==> src/rtl/ssr_map.svh <==
// Operation
// Stand-alone: message select latched on rising start strobe, one of 256 messages.
// Start strobe or write strobe accepted only while chip select is low.
// Stand-alone: low nine ROM address bits on dedicated outputs; unused in slave.
// Shared port drives high address then receives data; input only in slave.
// Address latch strobe about 3.13 us; one ROM read cycle about 37.5 us.
// Address-enable output high while the output address is valid, about 14.1 us.
// Directory-read flag high while a message start address is fetched.
// Mode input ignored during synthesis and once in stand-alone mode.
// Host holds mode select low for slave, high for stand-alone.
// Slave: host writes each byte typically 31.7 us after data request rises.
// Active-low busy driven while synthesizing, floated in standby.
// After synthesis ends, enter standby about 2.9 s later, at most 3 s.
// After standby escape, busy within 10 us, speech 2.1 to 2.2 ms later; code holds speech until the converter is on, up to 46.5 ms after escape.
// Converter switches on or off in about 46.5 ms, at most 47 ms.
// Host escapes standby holding chip select and strobe low at least 350 ns.
// Standby stops oscillator: first resonator pin low, second high, no output current; code drives 9'h100 until the converter is off.
// Slave: start strobe unused, host keeps it pulled high.
// Slave: message select unused, host ties it to ground.
// Host holds reset low at least 18.5 us.
// Each sample is a nine-bit converter code; 1ff is full scale.
// Strobe widths and intervals counted in ticks of a nominal 640 kHz clock.
// Decoder consumes fetched bytes and emits nine-bit samples at the sample rate.
`ifndef SSR_MAP_SVH
`define SSR_MAP_SVH
`define SSR_CLK_HZ 125000000
`define SSR_TICK_HZ 640000
`define SSR_TICK_DIV (`SSR_CLK_HZ / `SSR_TICK_HZ)
// Nanoseconds to 640 kHz ticks, nearest; one tick is 1562.5 ns
`define SSR_TICKS(ns) ((64'd0 + (ns)) * 64'd64 + 64'd50000) / 64'd100000
`define SSR_T_ALE_NS 3130
`define SSR_T_AHOLD_NS 3130
`define SSR_T_DRQ_DLY_NS 3130
`define SSR_T_DRQ_NS 7810
`define SSR_T_AEN_NS 14100
`define SSR_T_CYCLE_NS 37500
`define SSR_T_BUSY_NS 6250
`define SSR_T_SPEECH_NS 2100000
`define SSR_T_DAC_NS 46500000
`define SSR_T_STBY_NS 64'd2900000000
`define SSR_SAMPLE_HZ 8000
`define SSR_FIFO_DEPTH 16
`define SSR_END_CODE 8'h00
`define SSR_MID_CODE 9'h100
`define SSR_FULL_CODE 9'h1ff
`define SSR_P_MODE 19
`define SSR_P_CS 18
`define SSR_P_ST 17
`define SSR_P_WR 16
`define SSR_P_MSG 8
`define SSR_P_DATA 0
`endif

==> src/rtl/ssr_pkg.sv <==
package ssr_pkg;
  typedef enum logic [2:0] {
    S_IDLE,
    S_STBY,
    S_DIR,
    S_FETCH,
    S_SLAVE,
    S_DRAIN
  } ssr_state_e;
  typedef logic [7:0] ssr_byte_t;
  typedef logic [8:0] ssr_code_t;
endpackage

==> src/rtl/ssr_fifo.sv <==
`timescale 1ns/1ps
module ssr_fifo #(
  parameter int WIDTH = 8,
  parameter int DEPTH = 16
) (
  input  wire logic             clk,
  input  wire logic             reset_n,
  input  wire logic             in_valid,
  output logic                  in_ready,
  input  wire logic [WIDTH-1:0] in_data,
  output logic                  out_valid,
  input  wire logic             out_ready,
  output logic      [WIDTH-1:0] out_data
);
  localparam int AW = $clog2(DEPTH);
  logic [WIDTH-1:0] mem_q [DEPTH];
  logic [AW-1:0]    wr_q;
  logic [AW-1:0]    rd_q;
  logic [AW:0]      cnt_q;
  logic             push;
  logic             pop;

  assign in_ready  = (cnt_q != (AW+1)'(DEPTH));
  assign out_valid = (cnt_q != '0);
  assign push      = in_valid && in_ready;
  assign pop       = out_valid && out_ready;
  assign out_data  = mem_q[rd_q];

  always_ff @(posedge clk) begin
    if (push) begin
      mem_q[wr_q] <= in_data;
    end
  end

  // Pointers wrap at DEPTH so non power-of-two depths work too
  always_ff @(posedge clk or negedge reset_n) begin
    if (!reset_n) begin
      wr_q  <= '0;
      rd_q  <= '0;
      cnt_q <= '0;
    end else begin
      if (push) begin
        wr_q <= (wr_q == AW'(DEPTH-1)) ? '0 : wr_q + AW'(1);
      end
      if (pop) begin
        rd_q <= (rd_q == AW'(DEPTH-1)) ? '0 : rd_q + AW'(1);
      end
      if (push && !pop) begin
        cnt_q <= cnt_q + (AW+1)'(1);
      end else if (pop && !push) begin
        cnt_q <= cnt_q - (AW+1)'(1);
      end
    end
  end
endmodule

==> src/rtl/ssr_ctrl.sv <==
`timescale 1ns/1ps
`include "ssr_map.svh"
module ssr_ctrl
  import ssr_pkg::*;
#(
  parameter int STBY_TICKS   = int'(`SSR_TICKS(`SSR_T_STBY_NS)),
  parameter int DAC_TICKS    = int'(`SSR_TICKS(`SSR_T_DAC_NS)),
  parameter int SPEECH_TICKS = int'(`SSR_TICKS(`SSR_T_SPEECH_NS)),
  parameter int SAMPLE_TICKS = `SSR_TICK_HZ / `SSR_SAMPLE_HZ,
  parameter int FIFO_DEPTH   = `SSR_FIFO_DEPTH
) (
  input  wire logic       clk,
  input  wire logic       reset_n,
  input  wire logic       mode_select_n,
  input  wire logic       chip_select_n,
  input  wire logic       start_strobe_n,
  input  wire logic [7:0] message_select,
  input  wire logic [7:0] addr_data_i,
  output logic      [7:0] addr_data_o,
  output logic            addr_data_oe,
  input  wire logic       addr_valid_or_write_strobe_i,
  output logic            addr_valid_or_write_strobe_o,
  output logic            addr_valid_or_write_strobe_oe,
  output logic      [8:0] low_rom_addr,
  output logic            addr_latch_strobe,
  output logic            directory_read_flag,
  output logic            data_request_n,
  output logic            busy_n_o,
  output logic            busy_n_oe,
  output logic      [8:0] speech_current_out,
  output logic            dac_enable,
  output logic            resonator_in,
  output logic            resonator_out
);
  localparam int DIV    = `SSR_TICK_DIV;
  localparam int ALE_T  = int'(`SSR_TICKS(`SSR_T_ALE_NS));
  localparam int HOLD_T = int'(`SSR_TICKS(`SSR_T_AHOLD_NS));
  localparam int DLY_T  = int'(`SSR_TICKS(`SSR_T_DRQ_DLY_NS));
  localparam int DRQ_T  = int'(`SSR_TICKS(`SSR_T_DRQ_NS));
  localparam int AEN_T  = int'(`SSR_TICKS(`SSR_T_AEN_NS));
  localparam int CYC_T  = int'(`SSR_TICKS(`SSR_T_CYCLE_NS));
  localparam int BUSY_T = int'(`SSR_TICKS(`SSR_T_BUSY_NS));
  localparam int DRQ_S  = ALE_T + DLY_T;
  localparam int DRQ_E  = DRQ_S + DRQ_T - 1;
  localparam int SW     = 20;

  function automatic logic in_win(input logic [7:0] c, input int lo, input int hi);
    return (c >= 8'(lo)) && (c <= 8'(hi));
  endfunction

  ssr_state_e  state_q;
  ssr_state_e  state_d;
  logic [SW-1:0] s1_q;
  logic [SW-1:0] s2_q;
  logic        st_prev_q;
  logic        wr_prev_q;
  logic [7:0]  div_q;
  logic        osc_q;
  logic        init_q;
  logic        sa_q;
  logic [21:0] idle_q;
  logic [15:0] since_q;
  logic [15:0] dcnt_q;
  logic        dac_on_q;
  logic        run_q;
  logic [7:0]  cyc_q;
  logic        pend_q;
  logic        dir_idx_q;
  logic [7:0]  hi_q;
  logic [16:0] addr_q;
  logic [7:0]  scnt_q;
  logic        half_q;
  logic [7:0]  cur_q;
  ssr_code_t   smp_q;

  // Every pin passes two flops before any logic looks at it; left unreset so the
  // mode pin has settled through them by the time it is latched at reset release
  always_ff @(posedge clk) begin
    s1_q <= {mode_select_n, chip_select_n, start_strobe_n,
             addr_valid_or_write_strobe_i, message_select, addr_data_i};
    s2_q <= s1_q;
  end

  logic      md_s;
  logic      cs_s;
  logic      st_s;
  logic      wr_s;
  ssr_byte_t msg_s;
  ssr_byte_t din_s;
  assign md_s  = s2_q[`SSR_P_MODE];
  assign cs_s  = s2_q[`SSR_P_CS];
  assign st_s  = s2_q[`SSR_P_ST];
  assign wr_s  = s2_q[`SSR_P_WR];
  assign msg_s = s2_q[`SSR_P_MSG +: 8];
  assign din_s = s2_q[`SSR_P_DATA +: 8];

  logic tick;
  logic act;
  logic start_acc;
  logic wr_acc;
  logic escape;
  logic cap;
  logic run_go;
  logic run_end;
  logic busy_on;
  logic play;
  logic stk;
  logic pop;
  logic done;
  logic push;
  logic fifo_in_ready;
  logic fifo_out_valid;
  ssr_byte_t fifo_out_data;

  assign tick      = (div_q == 8'(DIV-1));
  assign act       = (state_q == S_DIR) || (state_q == S_FETCH)
                  || (state_q == S_SLAVE) || (state_q == S_DRAIN);
  assign start_acc = sa_q && st_s && !st_prev_q && !cs_s && (state_q == S_IDLE);
  assign wr_acc    = !sa_q && wr_s && !wr_prev_q && !cs_s;
  assign escape    = !cs_s && (sa_q ? !st_s : !wr_s);
  assign cap       = tick && run_q && sa_q && (cyc_q == 8'(DRQ_E));
  assign run_end   = tick && run_q && (cyc_q == (sa_q ? 8'(CYC_T-1) : 8'(DRQ_T-1)));
  assign run_go    = tick && !run_q && ((state_q == S_DIR)
                  || (state_q == S_FETCH && fifo_in_ready)
                  || (state_q == S_SLAVE && fifo_in_ready && !pend_q));
  assign busy_on   = act && (since_q >= 16'(BUSY_T));
  assign play      = busy_on && dac_on_q && (since_q >= 16'(BUSY_T + SPEECH_TICKS));
  assign stk       = tick && play && (scnt_q == 8'(SAMPLE_TICKS-1));
  assign pop       = stk && !half_q && fifo_out_valid;
  assign done      = pop && (fifo_out_data == `SSR_END_CODE);
  assign push      = (cap && state_q == S_FETCH)
                  || (wr_acc && (state_q == S_IDLE || state_q == S_SLAVE));

  always_comb begin
    state_d = state_q;
    case (state_q)
      S_IDLE: begin
        if (start_acc) begin
          state_d = S_DIR;
        end else if (wr_acc) begin
          state_d = S_SLAVE;
        end else if (tick && idle_q == 22'(STBY_TICKS-1)) begin
          state_d = S_STBY;
        end
      end
      S_STBY: begin
        if (escape) begin
          state_d = S_IDLE;
        end
      end
      S_DIR: begin
        if (cap && dir_idx_q) begin
          state_d = S_FETCH;
        end
      end
      S_FETCH: begin
        if (cap && din_s == `SSR_END_CODE) begin
          state_d = S_DRAIN;
        end
      end
      S_SLAVE: begin
        if (done) begin
          state_d = S_IDLE;
        end else if (wr_acc && din_s == `SSR_END_CODE) begin
          state_d = S_DRAIN;
        end
      end
      S_DRAIN: begin
        if (done) begin
          state_d = S_IDLE;
        end
      end
      default: state_d = S_IDLE;
    endcase
  end

  // The divider keeps running in standby so the converter can power down
  always_ff @(posedge clk or negedge reset_n) begin
    if (!reset_n) begin
      div_q <= '0;
      osc_q <= 1'b0;
    end else begin
      div_q <= tick ? '0 : div_q + 8'h01;
      osc_q <= tick ? !osc_q : osc_q;
    end
  end

  always_ff @(posedge clk or negedge reset_n) begin
    if (!reset_n) begin
      state_q   <= S_IDLE;
      st_prev_q <= 1'b1;
      wr_prev_q <= 1'b1;
      idle_q    <= '0;
      since_q   <= '0;
    end else begin
      state_q   <= state_d;
      st_prev_q <= st_s;
      wr_prev_q <= wr_s;
      idle_q    <= (state_q != S_IDLE) ? '0 : idle_q + 22'(tick);
      if (!act) begin
        since_q <= '0;
      end else if (tick && since_q != 16'hffff) begin
        since_q <= since_q + 16'h0001;
      end
    end
  end

  // Mode is caught once after reset, then only while idle or in standby in slave mode
  always_ff @(posedge clk or negedge reset_n) begin
    if (!reset_n) begin
      init_q <= 1'b0;
      sa_q   <= 1'b0;
    end else if (!init_q) begin
      init_q <= 1'b1;
      sa_q   <= md_s;
    end else if (!sa_q && !act) begin
      sa_q <= md_s;
    end
  end

  always_ff @(posedge clk or negedge reset_n) begin
    if (!reset_n) begin
      dac_on_q <= 1'b0;
      dcnt_q   <= '0;
    end else if (dac_on_q == (state_q != S_STBY)) begin
      dcnt_q <= '0;
    end else if (tick) begin
      if (dcnt_q == 16'(DAC_TICKS-1)) begin
        dac_on_q <= !dac_on_q;
        dcnt_q   <= '0;
      end else begin
        dcnt_q <= dcnt_q + 16'h0001;
      end
    end
  end

  always_ff @(posedge clk or negedge reset_n) begin
    if (!reset_n) begin
      run_q  <= 1'b0;
      cyc_q  <= '0;
      pend_q <= 1'b0;
    end else begin
      if (run_go) begin
        run_q <= 1'b1;
        cyc_q <= '0;
      end else if (run_end) begin
        run_q <= 1'b0;
      end else if (tick && run_q) begin
        cyc_q <= cyc_q + 8'h01;
      end
      if (!act || wr_acc) begin
        pend_q <= 1'b0;
      end else if (run_end && !sa_q) begin
        pend_q <= 1'b1;
      end
    end
  end

  // Directory entry of a message is two bytes at twice its number
  always_ff @(posedge clk or negedge reset_n) begin
    if (!reset_n) begin
      addr_q    <= '0;
      hi_q      <= '0;
      dir_idx_q <= 1'b0;
    end else if (start_acc) begin
      addr_q    <= {8'h00, msg_s, 1'b0};
      dir_idx_q <= 1'b0;
    end else if (cap && state_q == S_DIR) begin
      if (!dir_idx_q) begin
        hi_q      <= din_s;
        addr_q    <= addr_q + 17'h00001;
        dir_idx_q <= 1'b1;
      end else begin
        addr_q <= {hi_q, din_s, 1'b0};
      end
    end else if (cap) begin
      addr_q <= addr_q + 17'h00001;
    end
  end

  // Stand-in decoder: two signed steps per byte, saturating at the rails
  logic [3:0]  nib;
  logic [9:0]  sum;
  ssr_code_t   sat;
  assign nib = half_q ? cur_q[3:0] : fifo_out_data[7:4];
  assign sum = {1'b0, smp_q} + {{3{nib[3]}}, nib, 3'b000};
  assign sat = !sum[9] ? sum[8:0] : (nib[3] ? 9'h000 : `SSR_FULL_CODE);

  always_ff @(posedge clk or negedge reset_n) begin
    if (!reset_n) begin
      scnt_q <= '0;
      half_q <= 1'b0;
      cur_q  <= '0;
      smp_q  <= `SSR_MID_CODE;
    end else if (!play) begin
      scnt_q <= '0;
      half_q <= 1'b0;
      smp_q  <= `SSR_MID_CODE;
    end else if (tick) begin
      scnt_q <= (scnt_q == 8'(SAMPLE_TICKS-1)) ? '0 : scnt_q + 8'h01;
      if (stk && (half_q || (pop && !done))) begin
        smp_q  <= sat;
        half_q <= !half_q;
        cur_q  <= half_q ? cur_q : fifo_out_data;
      end
    end
  end

  ssr_fifo #(
    .WIDTH (8),
    .DEPTH (FIFO_DEPTH)
  ) u_fifo (
    .clk       (clk),
    .reset_n   (reset_n),
    .in_valid  (push),
    .in_ready  (fifo_in_ready),
    .in_data   (din_s),
    .out_valid (fifo_out_valid),
    .out_ready (pop),
    .out_data  (fifo_out_data)
  );

  logic aen;
  assign aen = sa_q && run_q && in_win(cyc_q, 0, AEN_T-1);
  assign addr_latch_strobe  = sa_q && run_q && in_win(cyc_q, 0, ALE_T-1);
  assign addr_data_oe       = sa_q && run_q && in_win(cyc_q, 0, ALE_T+HOLD_T-1);
  assign addr_data_o        = addr_q[16:9];
  assign addr_valid_or_write_strobe_o  = aen;
  assign addr_valid_or_write_strobe_oe = sa_q;
  assign low_rom_addr       = sa_q ? addr_q[8:0] : 9'h000;
  assign directory_read_flag = sa_q && (state_q == S_DIR);
  assign data_request_n     = !(run_q && (!sa_q || in_win(cyc_q, DRQ_S, DRQ_E)));
  assign busy_n_o           = !busy_on;
  assign busy_n_oe          = (state_q != S_STBY);
  assign dac_enable         = dac_on_q;
  assign speech_current_out = dac_on_q ? smp_q : 9'h000;
  assign resonator_in       = (state_q == S_STBY) ? 1'b0 : osc_q;
  assign resonator_out      = (state_q == S_STBY) ? 1'b1 : !osc_q;

  localparam int A_DRQ_LO = DLY_T * DIV - 1;
  localparam int A_DRQ_HI = DLY_T * DIV + 1;
  localparam int A_BUSY   = (BUSY_T + 1) * DIV;
  logic [15:0] ale_len_q;
  always_ff @(posedge clk or negedge reset_n) begin
    if (!reset_n) begin
      ale_len_q <= '0;
    end else begin
      ale_len_q <= addr_latch_strobe ? ale_len_q + 16'h0001 : '0;
    end
  end
endmodule

==> config.mk <==
export PLATFORM = sky130hd
export DESIGN_NAME = ssr_ctrl
export DESIGN_NICKNAME = d
export VERILOG_FILES = /design/src/rtl/ssr_pkg.sv /design/src/rtl/ssr_fifo.sv /design/src/rtl/ssr_ctrl.sv
export VERILOG_INCLUDE_DIRS = /design/src /design/src/rtl
export SDC_FILE = /design/constraint.sdc
export NUM_CORES = 1
export LEC_CHECK = 0
export BUFFER_PORTS_ARGS = -buffer_cell sky130_fd_sc_hd__buf_4
export CAP_MARGIN = 30
export CORE_ASPECT_RATIO = 1.75
export CORE_MARGIN = 3
export CORE_UTILIZATION = 62
export CTS_CLUSTER_DIAMETER = 30
export DETAILED_ROUTE_END_ITERATION = 8
export GPL_TIMING_DRIVEN = 0
export HOLD_SLACK_MARGIN = 0.05
export PLACE_DENSITY = 0.8
export SYNTH_ARGS = -nofsm -noshare
export SYNTH_HDL_FRONTEND = slang
export SYNTH_SLANG_ARGS = --single-unit
==> constraint.sdc <==
create_clock -name clk -period 5.62 [get_ports clk]
set_clock_uncertainty 0.1 [all_clocks]
set_input_delay 0.281 -clock clk [delete_from_list [all_inputs] [get_ports clk]]
set_output_delay 0.281 -clock clk [all_outputs]
set_load 0.005 [all_outputs]
==> results.cfg <==
[status]
status = finished, final reports clean

[placement]
port_buffers = 58
dp_hpwl_mm = 20.6
routabilityCongestion = 0.883

[logic_synthesis]
synthesis.area_um2 = 13900
synth_area_per_cell_um2 = 12.1
ys_ff_latch = 308
synth_edf_count = 128
yosysUniqueCellTypes = 84
synthesis.nets = 1208
yosys_warnings = 0
synthFlopType = dfrtp_1
async_flop_share = 0.455
yosysSeqAreaShare = 0.585
syn_inst = 1155

[sta]
slew_viol_final = 0
tightest_slew_ps = 778
finalCriticalPeriod_ps = 4740
grt_setup_unrepaired = false
clock.fmax_mhz = 211
slew_headroom = 0.480
fin_crit_sh = 0.843
hold_viol = 0
fin_tns_setup_ps = 0
setup_viol = 0

[grt]
grt_first_pass_wirelength_mm = 49.5
antenna_found_initial = 0
grt_usage = 0.255
first_global_vias = 9901
gr-total-overflow = 0
grt_max_degree = 99

[run]
maxCapViolations = 0

[final_layout]
layout_common_cells = 137 x dfrtp_1, 128 x edfxtp_1, 101 x nor2_1, 81 x nand2_1, 68 x buf_4
layout_commonest_cell = dfrtp_1
fin_nets = 1332
regArea_um2 = 8150
final_util = 0.740
n_antenna_cell = 0
area_delta_synth_final_pct = 17.1
multi_input_area_um2 = 5340
drive_above_1_share = 0.155
n_fill_cell = 1460

[route]
wire_per_inst_um = 19.0
drc = 0
vias = 9473
routed_via_density = 5.89
postRouteAntennaNets = 0
first_iter_violations = 626
finalWirelength_mm = 30.5
first_pass_iters = 5

[cts]
cts_buffer_depth = 3
cts_max_level = 2
clock_latency_ps = 530
cts_resized = 0
cts_buffers = 40
tritoncts = done
root_buffer = clkbuf_16
cts.reportedPaths.clkPinSlew_ps = 60
cts_sinks = 308

[setup_path]
worstSetupPathType = register to register
r2r-start = u_fifo.rd_q[1]$_DFFE_PN0P_
worstSetupStartpointType = register
end_kind = register
arrival_ps = 5080
required_ps = 5960
setup.worst_path.start = u_fifo.rd_q[1]$_DFFE_PN0P_
r2r_slack_ps = 880
critPathMaxFanout = 10

[pwr]
irDropWorstVdd_mv = 0.286
p_leak_uw = 0.00647
pwr_density_cell_nw_per_um2 = 342

[floorplanning]
row_count = 72
dieArea_um2 = 24400
core_um2 = 22100
fp.dieH_um = 204
io_pins = 59
die_x_um = 119
start_util = 0.632

[min_path]
hold_class = input pin to async pin
[synth_stat cells (all sizes together) (4+ instances only)]
cell type | instances | area share
a2111oi | 7 | 0.0044
a21o | 9 | 0.0048
a21oi | 43 | 0.015
a221oi | 10 | 0.0067
a22oi | 8 | 0.0047
a31oi | 10 | 0.0049
and2 | 42 | 0.019
and3 | 26 | 0.012
buf | 22 | 0.014
clkbuf | 32 | 0.0086
dfrtp | 137 | 0.25
dfxtp | 40 | 0.057
edfxtp | 128 | 0.28
ha | 29 | 0.026
inv | 33 | 0.0089
mux2 | 18 | 0.016
mux2i | 20 | 0.014
mux4 | 24 | 0.040
nand2 | 81 | 0.022
nand2b | 9 | 0.0057
nand3 | 43 | 0.016
nand4 | 15 | 0.0072
nor2 | 101 | 0.027
nor2b | 14 | 0.0063
nor3 | 21 | 0.0079
nor3b | 9 | 0.0048
nor4 | 16 | 0.011
nor4b | 4 | 0.0025
o21a | 15 | 0.0081
o21ai | 59 | 0.021
o22ai | 5 | 0.0022
o31ai | 5 | 0.0027
or2 | 4 | 0.0020
or3 | 9 | 0.0040
xnor2 | 28 | 0.018
xor2 | 32 | 0.020
[critical path: stages, from the launching register on]
cell       delay, ps
dfrtp_1          360
buf_2            260
buf_4            260
buf_2            280
mux4_2           370
a22oi_1          230
nand3_1          110
o21a_1           120
ha_1             210
fa_1             410
a21oi_1          160
nor2_1            60
nor2_1           160
nor2b_1           60
o21ai_0          150
nand2b_1          80
ha_1             420
and2b_1          280
a2111oi_0        420
nand3b_1         160
[cells by family after synthesis]
group	after synthesis	synth area share
simple gates	407	0.155
flops	308	0.585
compound gates	196	0.0909
buf+inv	90	0.0321
mux	62	0.0701
xor+xnor	60	0.0377
fa+ha+maj	31	0.0289
other cells	1	0.000269
[timing repair]
item / CTS / global route
endpoints found under the hold margin: 62 / 0
buffers inserted: 0 / 0
hold buffers: 21 / 0
[sequential cells by signal, indices dropped and copies added, names as in the netlist, 3 cells and up]
signal        count
smp_q             7
hi_q              8
s1_q             20
dcnt_q           16
scnt_q            8
cyc_q             8
cur_q             4
u_fifo.mem_q    128
s2_q             20
addr_q           17
idle_q           22
since_q          16
u_fifo.rd_q       4
div_q             8
u_fifo.cnt_q      5
u_fifo.wr_q       4
state_q           3
[final cells by class]
cell class                      count  share of cell area
Buffer                             54              0.0192
Timing Repair Buffer               82              0.0421
Multi-Input combinational cell    757               0.327
Inverter                           36             0.00828
Sequential cell                   308               0.499
Clock buffer                       50              0.0681
Clock inverter                     24              0.0130
Tap cell                          296              0.0227
[metrics by stage]
stage | hold slack, ps | power (uW) | instance area (um^2) | worst slack [ps] | std cells
after CTS | 166 | 5600 | 16300 | 874 | 1607
after floorplan | -115 | 2910 | 13900 | 1590 | 1155
after detailed placement | 143 | 3130 | 14800 | 905 | 1512
after global placement | 211 | 3110 | 14700 | 942 | 1509
after global routing | 197 | 5790 | 16300 | 512 | 1607
final | 156 | 5580 | 16300 | 883 | 1607
[metal layers]
layer  GRT usage  part of all wire  vias up
li1            -                 -     4444
met1       0.285              0.37     4701
met2       0.478              0.56      245
met3      0.0341             0.038       83
met4       0.116             0.040        0
met5           0                 0        -
[power by group]
part	switching, uW	leakage [uW]	total [uW]	internal [uW]
Sequential	106	0.00339	2530	2430
Combinational	324	0.00243	570	245
Clock	962	0.000644	2480	1510
Total	1390	0.00647	5580	4180
[path summary, 6_finish.rpt]
check	end	depth (start not counted)
min in group clk	s2_q[7]$_DFF_P_	0
max	smp_q[8]$_DFFE_PN1P_	19
max in group asynchronous	wr_prev_q$_DFF_PN1_	3
max reg2reg	smp_q[8]$_DFFE_PN1P_	19
min	u_fifo.rd_q[2]$_DFFE_PN0P_	2
min reg2reg	s2_q[7]$_DFF_P_	0
(Power assumes the default switching activity.)
